--- config.mk ---
export PLATFORM = sky130hd
export DESIGN_NAME = audio_bitstream_converter_regs
export DESIGN_NICKNAME = d
export VERILOG_FILES = /design/src/audio_bitstream_converter_pkg.sv /design/src/audio_bitstream_converter_modulator.sv /design/src/audio_bitstream_converter_regs.sv
export SDC_FILE = /design/constraint.sdc
export NUM_CORES = 1
export LEC_CHECK = 0
export BUFFER_PORTS_ARGS = -buffer_cell sky130_fd_sc_hd__buf_2
export CORE_ASPECT_RATIO = 1.1
export CORE_MARGIN = 3
export CORE_UTILIZATION = 40
export CTS_CLUSTER_DIAMETER = 50
export CTS_CLUSTER_SIZE = 20
export DETAILED_ROUTE_END_ITERATION = 10
export GPL_TIMING_DRIVEN = 1
export SYNTH_ARGS = -nofsm -noshare
export SYNTH_HDL_FRONTEND = slang
export SYNTH_SLANG_ARGS = --single-unit
--- constraint.sdc ---
create_clock -name ref_clk -period 2.3 [get_ports ref_clk]
set_input_delay 0.46 -clock ref_clk [delete_from_list [all_inputs] [get_ports ref_clk]]
set_output_delay 0.46 -clock ref_clk [all_outputs]
set_load 0.05 [all_outputs]
--- src/audio_bitstream_converter_pkg.sv ---
// Purpose: Shared constants for the audio bitstream converter register block.
// Assumes: 32-bit register port, byte offsets as printed.
// Notes:   Field positions refer to 32-bit register words.
package audio_bitstream_converter_pkg;

  // ----------------------------------------------------------------------
  // Register offsets
  // ----------------------------------------------------------------------
  localparam logic [7:0] AUDIO_BITSTREAM_CONVERTER_OFS_SAMPLE_DATA  = 8'h00;
  localparam logic [7:0] AUDIO_BITSTREAM_CONVERTER_OFS_CONTROL      = 8'h08;
  localparam logic [7:0] AUDIO_BITSTREAM_CONVERTER_OFS_INT_MASK     = 8'h0c;
  localparam logic [7:0] AUDIO_BITSTREAM_CONVERTER_OFS_INT_EN_SET   = 8'h10;
  localparam logic [7:0] AUDIO_BITSTREAM_CONVERTER_OFS_INT_DISABLE  = 8'h14;
  localparam logic [7:0] AUDIO_BITSTREAM_CONVERTER_OFS_STATUS_CLEAR = 8'h18;
  localparam logic [7:0] AUDIO_BITSTREAM_CONVERTER_OFS_INT_STATUS   = 8'h1c;

  // ----------------------------------------------------------------------
  // Field positions and reset values
  // ----------------------------------------------------------------------
  localparam int AUDIO_BITSTREAM_CONVERTER_CTL_ENABLE_BIT   = 31;
  localparam int AUDIO_BITSTREAM_CONVERTER_CTL_SWAP_BIT     = 30;
  localparam int AUDIO_BITSTREAM_CONVERTER_READY_BIT        = 29;
  localparam int AUDIO_BITSTREAM_CONVERTER_UNDERRUN_BIT     = 28;
  localparam int AUDIO_BITSTREAM_CONVERTER_RIGHT_LSB        = 16;
  localparam int AUDIO_BITSTREAM_CONVERTER_SAMPLE_W         = 16;
  localparam logic [31:0] AUDIO_BITSTREAM_CONVERTER_RESET_WORD = 32'h0000_0000;

  // ----------------------------------------------------------------------
  // Timing
  // ----------------------------------------------------------------------
  localparam int AUDIO_BITSTREAM_CONVERTER_CONV_PER_SAMPLE  = 256;
  localparam int AUDIO_BITSTREAM_CONVERTER_CONV_DIV_DEFAULT = 1;

endpackage : audio_bitstream_converter_pkg

--- src/audio_bitstream_converter_modulator.sv ---
// Purpose: One-channel first-order bitstream modulator.
// Assumes: Advanced once per conversion tick.
// Notes:   A simple error-feedback loop stands in for the full filter chain.
`timescale 1ns/1ps
module audio_bitstream_converter_modulator
  import audio_bitstream_converter_pkg::*;
#(
  parameter int W = AUDIO_BITSTREAM_CONVERTER_SAMPLE_W
) (
  input  wire logic         ref_clk,
  input  wire logic         rst_n,
  input  wire logic         run,
  input  wire logic         tick,
  input  wire logic [W-1:0] sample,
  output logic              bit_out,
  output logic              bit_out_n
);

  logic [W:0] acc_reg;
  logic [W:0] acc_next;

  // Offset binary turns the signed sample into a duty cycle.
  always_comb begin
    acc_next = {1'b0, acc_reg[W-1:0]} + {1'b0, ~sample[W-1], sample[W-2:0]};
  end

  always_ff @(posedge ref_clk or negedge rst_n) begin
    if (!rst_n) begin
      acc_reg   <= '0;
      bit_out   <= 1'b0;
      bit_out_n <= 1'b1;
    end else if (!run) begin
      acc_reg   <= '0;
      bit_out   <= 1'b0;
      bit_out_n <= 1'b1;
    end else if (tick) begin
      acc_reg   <= acc_next;
      bit_out   <= acc_next[W];
      bit_out_n <= ~acc_next[W];
    end
  end

endmodule // audio_bitstream_converter_modulator

--- src/audio_bitstream_converter_regs.sv ---
// Purpose: Register port, status and interrupt logic of the bitstream converter.
// Assumes: Conversion clock is in phase with ref_clk, given as a tick enable.
// Notes:   One sample word is taken every CONV_PER_SAMPLE conversion ticks.
//
// What this block does
// - Channel 1 sample sits in bits 31:16 and channel 0 sample in bits 15:0 of the sample word.
// - Control bit 31 runs the converter; zero, the reset value, keeps it disabled.
// - Control bit 30 exchanges the two halves of each written sample word.
// - Ones written to the enable-set register set the matching mask bits.
// - Ones written to the disable register clear the matching mask bits.
// - Zeros written to enable-set, disable and status-clear change nothing.
// - A one written to status-clear bit 28 clears status bit 28 and its request; bit 29 is a live level and stays.
// - Status bit 29 is high exactly while a new sample word can be accepted.
// - Status bit 28 is set by any underrun and held until reset or a clear.
// - Reading the status register also clears status bit 28.
// - A ready request line lets a DMA channel feed samples with only enable set.
// - Each channel drives a bitstream and its inverse.
`timescale 1ns/1ps
module audio_bitstream_converter_regs
  import audio_bitstream_converter_pkg::*;
#(
  parameter int CONV_PER_SAMPLE = AUDIO_BITSTREAM_CONVERTER_CONV_PER_SAMPLE,
  parameter int CONV_DIV        = AUDIO_BITSTREAM_CONVERTER_CONV_DIV_DEFAULT
) (
  input  wire logic        ref_clk,
  input  wire logic        rst_n,
  input  wire logic [7:0]  reg_addr,
  input  wire logic [31:0] reg_wdata,
  input  wire logic        reg_write,
  input  wire logic        reg_read,
  output logic      [31:0] reg_rdata,
  output logic             irq,
  output logic             dma_request,
  output logic [1:0]       bitstream_out,
  output logic [1:0]       bitstream_out_inverted
);

  // ----------------------------------------------------------------------
  // Decode
  // ----------------------------------------------------------------------
  logic wr_sample;
  logic wr_control;
  logic wr_en_set;
  logic wr_disable;
  logic wr_clear;
  logic rd_status;

  assign wr_sample  = reg_write && (reg_addr == AUDIO_BITSTREAM_CONVERTER_OFS_SAMPLE_DATA);
  assign wr_control = reg_write && (reg_addr == AUDIO_BITSTREAM_CONVERTER_OFS_CONTROL);
  assign wr_en_set  = reg_write && (reg_addr == AUDIO_BITSTREAM_CONVERTER_OFS_INT_EN_SET);
  assign wr_disable = reg_write && (reg_addr == AUDIO_BITSTREAM_CONVERTER_OFS_INT_DISABLE);
  assign wr_clear   = reg_write && (reg_addr == AUDIO_BITSTREAM_CONVERTER_OFS_STATUS_CLEAR);
  assign rd_status  = reg_read && (reg_addr == AUDIO_BITSTREAM_CONVERTER_OFS_INT_STATUS);

  // ----------------------------------------------------------------------
  // Control register
  // ----------------------------------------------------------------------
  logic enable_reg;
  logic swap_reg;

  always_ff @(posedge ref_clk or negedge rst_n) begin
    if (!rst_n) begin
      enable_reg <= AUDIO_BITSTREAM_CONVERTER_RESET_WORD[AUDIO_BITSTREAM_CONVERTER_CTL_ENABLE_BIT];
      swap_reg   <= AUDIO_BITSTREAM_CONVERTER_RESET_WORD[AUDIO_BITSTREAM_CONVERTER_CTL_SWAP_BIT];
    end else if (wr_control) begin
      enable_reg <= reg_wdata[AUDIO_BITSTREAM_CONVERTER_CTL_ENABLE_BIT];
      swap_reg   <= reg_wdata[AUDIO_BITSTREAM_CONVERTER_CTL_SWAP_BIT];
    end
  end

  // ----------------------------------------------------------------------
  // Sample word holding register
  // ----------------------------------------------------------------------
  logic [31:0] sample_reg;
  logic        fresh_reg;

  always_ff @(posedge ref_clk or negedge rst_n) begin
    if (!rst_n) begin
      sample_reg <= AUDIO_BITSTREAM_CONVERTER_RESET_WORD;
    end else if (wr_sample) begin
      if (swap_reg) begin
        sample_reg <= {reg_wdata[15:0], reg_wdata[31:16]};
      end else begin
        sample_reg <= reg_wdata;
      end
    end
  end

  // ----------------------------------------------------------------------
  // Conversion tick and sample period
  // ----------------------------------------------------------------------
  localparam int DIV_W = (CONV_DIV > 1) ? $clog2(CONV_DIV) : 1;
  localparam int PER_W = $clog2(CONV_PER_SAMPLE);
  localparam logic [DIV_W-1:0] DIV_LAST = DIV_W'(CONV_DIV - 1);
  localparam logic [PER_W-1:0] PER_LAST = PER_W'(CONV_PER_SAMPLE - 1);

  logic [DIV_W-1:0] div_reg;
  logic [PER_W-1:0] period_reg;
  logic             tick;
  logic             take;

  assign tick = (div_reg == DIV_LAST);
  assign take = tick && (period_reg == PER_LAST);

  always_ff @(posedge ref_clk or negedge rst_n) begin
    if (!rst_n) begin
      div_reg <= '0;
    end else if (!enable_reg || tick) begin
      div_reg <= '0;
    end else begin
      div_reg <= div_reg + 1'b1;
    end
  end

  always_ff @(posedge ref_clk or negedge rst_n) begin
    if (!rst_n) begin
      period_reg <= '0;
    end else if (!enable_reg) begin
      period_reg <= '0;
    end else if (tick) begin
      period_reg <= period_reg + 1'b1;
    end
  end

  // Word in use by the modulators; reloaded at a period boundary only when a fresh word waits.
  logic [31:0] active_reg;

  always_ff @(posedge ref_clk or negedge rst_n) begin
    if (!rst_n) begin
      active_reg <= AUDIO_BITSTREAM_CONVERTER_RESET_WORD;
    end else if (take && fresh_reg) begin
      active_reg <= sample_reg;
    end
  end

  // Fresh marks an unconsumed written word; a write in the take cycle wins.
  always_ff @(posedge ref_clk or negedge rst_n) begin
    if (!rst_n) begin
      fresh_reg <= 1'b0;
    end else if (wr_sample) begin
      fresh_reg <= 1'b1;
    end else if (take || !enable_reg) begin
      fresh_reg <= 1'b0;
    end
  end

  logic ready_now;
  logic underrun_ev;

  assign ready_now   = enable_reg && !fresh_reg;
  assign underrun_ev = take && !fresh_reg;
  assign dma_request = ready_now;

  // ----------------------------------------------------------------------
  // Mask and status
  // ----------------------------------------------------------------------
  logic mask_ready_reg;
  logic mask_under_reg;
  logic under_reg;
  logic under_clr;

  always_ff @(posedge ref_clk or negedge rst_n) begin
    if (!rst_n) begin
      mask_ready_reg <= 1'b0;
      mask_under_reg <= 1'b0;
    end else begin
      if (wr_en_set && reg_wdata[AUDIO_BITSTREAM_CONVERTER_READY_BIT]) begin
        mask_ready_reg <= 1'b1;
      end else if (wr_disable && reg_wdata[AUDIO_BITSTREAM_CONVERTER_READY_BIT]) begin
        mask_ready_reg <= 1'b0;
      end
      if (wr_en_set && reg_wdata[AUDIO_BITSTREAM_CONVERTER_UNDERRUN_BIT]) begin
        mask_under_reg <= 1'b1;
      end else if (wr_disable && reg_wdata[AUDIO_BITSTREAM_CONVERTER_UNDERRUN_BIT]) begin
        mask_under_reg <= 1'b0;
      end
    end
  end

  assign under_clr = (wr_clear && reg_wdata[AUDIO_BITSTREAM_CONVERTER_UNDERRUN_BIT]) || rd_status;

  // An underrun in the clearing cycle is kept: set wins over clear.
  always_ff @(posedge ref_clk or negedge rst_n) begin
    if (!rst_n) begin
      under_reg <= 1'b0;
    end else if (underrun_ev) begin
      under_reg <= 1'b1;
    end else if (under_clr) begin
      under_reg <= 1'b0;
    end
  end

  // Ready is a live level, so a clear cannot hold it low while it is true.
  assign irq = (ready_now && mask_ready_reg) || (under_reg && mask_under_reg);

  // ----------------------------------------------------------------------
  // Read data
  // ----------------------------------------------------------------------
  logic [31:0] rdata_next;

  always_comb begin
    rdata_next = '0;
    unique case (reg_addr)
      AUDIO_BITSTREAM_CONVERTER_OFS_SAMPLE_DATA: rdata_next = sample_reg;
      AUDIO_BITSTREAM_CONVERTER_OFS_CONTROL: begin
        rdata_next[AUDIO_BITSTREAM_CONVERTER_CTL_ENABLE_BIT] = enable_reg;
        rdata_next[AUDIO_BITSTREAM_CONVERTER_CTL_SWAP_BIT]   = swap_reg;
      end
      AUDIO_BITSTREAM_CONVERTER_OFS_INT_MASK: begin
        rdata_next[AUDIO_BITSTREAM_CONVERTER_READY_BIT]    = mask_ready_reg;
        rdata_next[AUDIO_BITSTREAM_CONVERTER_UNDERRUN_BIT] = mask_under_reg;
      end
      AUDIO_BITSTREAM_CONVERTER_OFS_INT_STATUS: begin
        rdata_next[AUDIO_BITSTREAM_CONVERTER_READY_BIT]    = ready_now;
        rdata_next[AUDIO_BITSTREAM_CONVERTER_UNDERRUN_BIT] = under_reg;
      end
      default: rdata_next = '0;
    endcase
  end

  always_ff @(posedge ref_clk or negedge rst_n) begin
    if (!rst_n) begin
      reg_rdata <= '0;
    end else if (reg_read) begin
      reg_rdata <= rdata_next;
    end else begin
      reg_rdata <= '0;
    end
  end

  // ----------------------------------------------------------------------
  // Modulators, one per channel
  // ----------------------------------------------------------------------
  genvar ch;
  generate
    for (ch = 0; ch < 2; ch++) begin : g_chan
      audio_bitstream_converter_modulator #(.W(AUDIO_BITSTREAM_CONVERTER_SAMPLE_W)) u_mod (
        .ref_clk   (ref_clk),
        .rst_n     (rst_n),
        .run       (enable_reg),
        .tick      (tick),
        .sample    (active_reg[ch*AUDIO_BITSTREAM_CONVERTER_RIGHT_LSB +: AUDIO_BITSTREAM_CONVERTER_SAMPLE_W]),
        .bit_out   (bitstream_out[ch]),
        .bit_out_n (bitstream_out_inverted[ch])
      );
    end
  endgenerate
endmodule // audio_bitstream_converter_regs

==> impl_metrics.csv <==
group,metric,value,unit
synthesis,syn_area_per_cell,10.5,µm²
timing,relSlewSlack,59.6,%
worst_setup_path,slowest_stage,"sky130_fd_sc_hd__or4b_1",
drt,wl_per_cell,17.4,µm
cells_and_area,num_antenna_cells,0,
power_and_ir_drop,leakage,4.39,nW
worst_setup_path,timing.critical_path.to_type,"flop",
worst_setup_path,setup.worst_path.start,"active_reg[16]$_DFFE_PN0P_",
worst_setup_path,cp_data_required_time,2.66,ns
drt,route.final.wire_length,18300,µm
drt,antenna_viol_nets_final,0,
grt,grt_pass1_wl,30000,µm
placed_design,place.port_buffers,81,
synthesis,yosys.area.top_type_share,47.7,%
clock_tree,post_cts_buffers,0,
hold_path,min_path_type,"in2async",
placed_design,detailedPlacementHpwl,13400,µm
floorplanning,die_h,151,µm
drt,detail_route.drc_violations,0,
clock_tree,clock_latency,0.43,ns
drt,drt_pre_antenna_iters,6,
worst_setup_path,timing.critical_path.fanout_max,4,
cells_and_area,share_of_layout_cells_above_drive_strength_1,23.0,%
synthesis,synth-edff-count,0,
timing,report.final.setup_viol,0,
synthesis,synth.yosys.warnings,0,
clock_tree,ctsHtreeMaxLevel,4,
placed_design,place.gp.congestion,0.880,
timing,finalWorstSetupSlack,0.116,ns
synthesis,mappedNetlistArea,7610,µm²
worst_setup_path,crit-reg2reg-launch,"active_reg[16]$_DFFE_PN0P_",
synthesis,mappedNetlistNets,805,
worst_setup_path,reg2reg_slack,0.12,ns
timing,finalCriticalPeriod,2.18,ns
timing,worstMarginPinSlew,0.606,ns
worst_setup_path,arrival,2.55,ns
job,cap_violations,0,
clock_tree,cts_tree,"built",
power_and_ir_drop,power_density,637,nW/µm²
synthesis,synthTopCellsByArea,"sky130_fd_sc_hd__dfrtp_1 (48%), sky130_fd_sc_hd__ha_1 (5.4%), sky130_fd_sc_hd__mux2_2 (5.0%)",
synthesis,synth_seq_cells,147,
synthesis,synth_top_cell_by_area,"sky130_fd_sc_hd__dfrtp_1",
synthesis,synthCells,726,
worst_setup_path,crit_chain,"ha_2, inv_1, fa_2, and2b_2, o21bai_4, a21oi_4, a21oi_2, or4b_1, nand3_1",
cells_and_area,final_common_cell,"sky130_fd_sc_hd__dfrtp_1",
worst_setup_path,r2r.worst_path.cells,9,
synthesis,netlist-cell-type-count,69,
cells_and_area,layout-area-overhead-vs-synth,17.0,%
timing,fin_worst_skew,0.00955,ns
status,outcome,"finished, final reports clean",
timing,setup_total_negative_slack,0,ns
synthesis,yosysSeqAreaShare,48.3,%
drt,dr.first_iter.drc_count,225,
worst_setup_path,cp-start-kind,"flop",
floorplanning,die-width,138,µm
clock_tree,clk_path_buf_depth,2,
grt,number_of_global_route_vias_before_repair,5650,
cells_and_area,design.final.nets,878,
synthesis,synthArstFlopShare,100,%
floorplanning,coreArea,18500,µm²
grt,grt_overflow,0,
drt,post_drt_via_cell_ratio,5.34,
placed_design,pre_cts_slack,0.00370,ns
worst_setup_path,worstPathBufferInverterCount,1,
timing,unrepaired_setup_endpoints_after_global_routing,"true",
worst_setup_path,worstReg2RegEnd,"g_chan[1].u_mod.acc_reg[10]$_DFFE_PN0P_",
grt,number_of_antenna_violations_at_the_first_check_in_global_routing,0,
synthesis,synthFlopType,"sky130_fd_sc_hd__dfrtp_1",
clock_tree,cts_hold_repair.buffers,0,
clock_tree,clock_tree.root_cell,"sky130_fd_sc_hd__clkbuf_16",
clock_tree,clkSlewWorstSetupHoldPaths,0.07,ns
floorplanning,initial_utilization,41.1,%
worst_setup_path,critical-path-top-delay-family,"simple AND/OR/NAND/NOR gates",
worst_setup_path,crit_path_max_incr_delay,0.48,ns
floorplanning,placementRows,52,
floorplanning,total_die_area,20700,µm²
grt,maximum_number_of_pins_on_one_net_before_global_route_repair,66,
power_and_ir_drop,maximum_vdd_ir_drop,0.455,mV
timing,timing.fmax,458,MHz
clock_tree,cts_sinks,147,
cells_and_area,filler_cell_count,1709,
timing,slew_viol_final,0,
clock_tree,cts_made_buffers,17,
timing,final_hold_viol_count,0,
drt,vias,5632,
cells_and_area,most-common-layout-cells,"sky130_fd_sc_hd__dfrtp_1 (143), sky130_fd_sc_hd__nand2_1 (93), sky130_fd_sc_hd__buf_2 (80)",
floorplanning,io_pins,82,
timing,timing.final.crit_share,95.0,%
grt,grt.total_usage,18.8,%
worst_setup_path,path_class,"reg2reg",
==> Yosys cell counts, drive strengths merged (14+ instances only) <==
master,instances
mux2,34
a21oi,26
dfrtp,145
nand2,93
nor2,16
and3,33
and2,26
ha,33
mux2i,37
o21ai,68
inv,14
buf,22
clkbuf,21
==> cell type report <==
class | instances | area, µm² | share of cell area, %
flip-flops and latches | 147 | 3680 | 41.3
clock buffers | 19 | 443 | 4.97
clock inverters | 13 | 139 | 1.56
well taps | 243 | 304 | 3.41
repair buffers | 98 | 589 | 6.61
multi-input cells | 520 | 3700 | 41.5
inverters | 15 | 56.3 | 0.632
==> power by group <==
part           total (mW)  switching, mW  internal (mW)
Sequential           2.67         0.0489           2.62
Combinational       0.278          0.175          0.103
Clock                2.73           1.17           1.56
Total                5.68           1.40           4.28
==> worst register-to-register path, stage by stage (launching register included) <==
cell and delay [ns]:
sky130_fd_sc_hd__dfrtp_1 0.35, sky130_fd_sc_hd__ha_2 0.18, sky130_fd_sc_hd__inv_1 0.05, sky130_fd_sc_hd__fa_2 0.35, sky130_fd_sc_hd__and2b_2 0.27, sky130_fd_sc_hd__o21bai_4 0.08
sky130_fd_sc_hd__a21oi_4 0.20, sky130_fd_sc_hd__a21oi_2 0.08, sky130_fd_sc_hd__or4b_1 0.48, sky130_fd_sc_hd__nand3_1 0.08
==> how the worst max path moves through the flow <==
| stage | endpoint | slack (ns) | depth (start not counted) |
|---|---|---|---|
| 5_1_grt | g_chan[1].u_mod.acc_reg[14]$_DFFE_PN0P_ | -0.02 | 6 |
| 3_3_place_gp | g_chan[1].u_mod.acc_reg[10]$_DFFE_PN0P_ | 0.09 | 9 |
| 4_1_cts | g_chan[1].u_mod.acc_reg[10]$_DFFE_PN0P_ | 0.05 | 9 |
| 3_5_place_dp | g_chan[1].u_mod.acc_reg[10]$_DFFE_PN0P_ | 0.004 | 9 |
| 6_report | g_chan[1].u_mod.acc_reg[10]$_DFFE_PN0P_ | 0.12 | 9 |
| 2_1_floorplan | g_chan[1].u_mod.acc_reg[10]$_DFFE_PN0P_ | 0.20 | 9 |
==> repair_timing <==
action | in CTS | in global routing
pin swaps | 0 | 2
endpoints found under the hold margin | 0 | 0
endpoints found under the setup margin | 2 | 6
resized for setup | 2 | 5
==> logic make-up (layout without fill, tap and decap cells) <==
group                    after synthesis  after routing  share of synthesized area [%]
AND/OR/NAND/NOR                      231            231                           16.0
buffers and inverters                 59            145                           3.40
other                                  1              1                         0.0493
flip-flops                           147            147                           48.3
multiplexers                          71             71                           9.89
adder cells (fa/ha/maj)               35             35                           5.95
AO/OA/AOI/OAI                        164            164                           14.2
XOR/XNOR                              18             18                           2.07
==> metal layers <==
metal,track usage [%],part of all wire (%)
met1,25.4,46
met2,29.7,48
met3,3.84,4.2
met4,7.09,2.1
met5,0,0
==> through the flow <==
step	hold slack, ns	cell area, µm²	total power, mW	util (%)	std cells
floorplan	0.164	7620	2.82	-	726
global placement	0.467	8310	3.00	44.8	1023
detailed placement	0.469	8310	3.01	44.8	1023
CTS	0.0382	8900	5.76	48.0	1055
global route	0.0592	8910	5.90	48.1	1055
finish	0.0209	8910	5.68	48.1	1055
(Power assumes the default switching activity.)
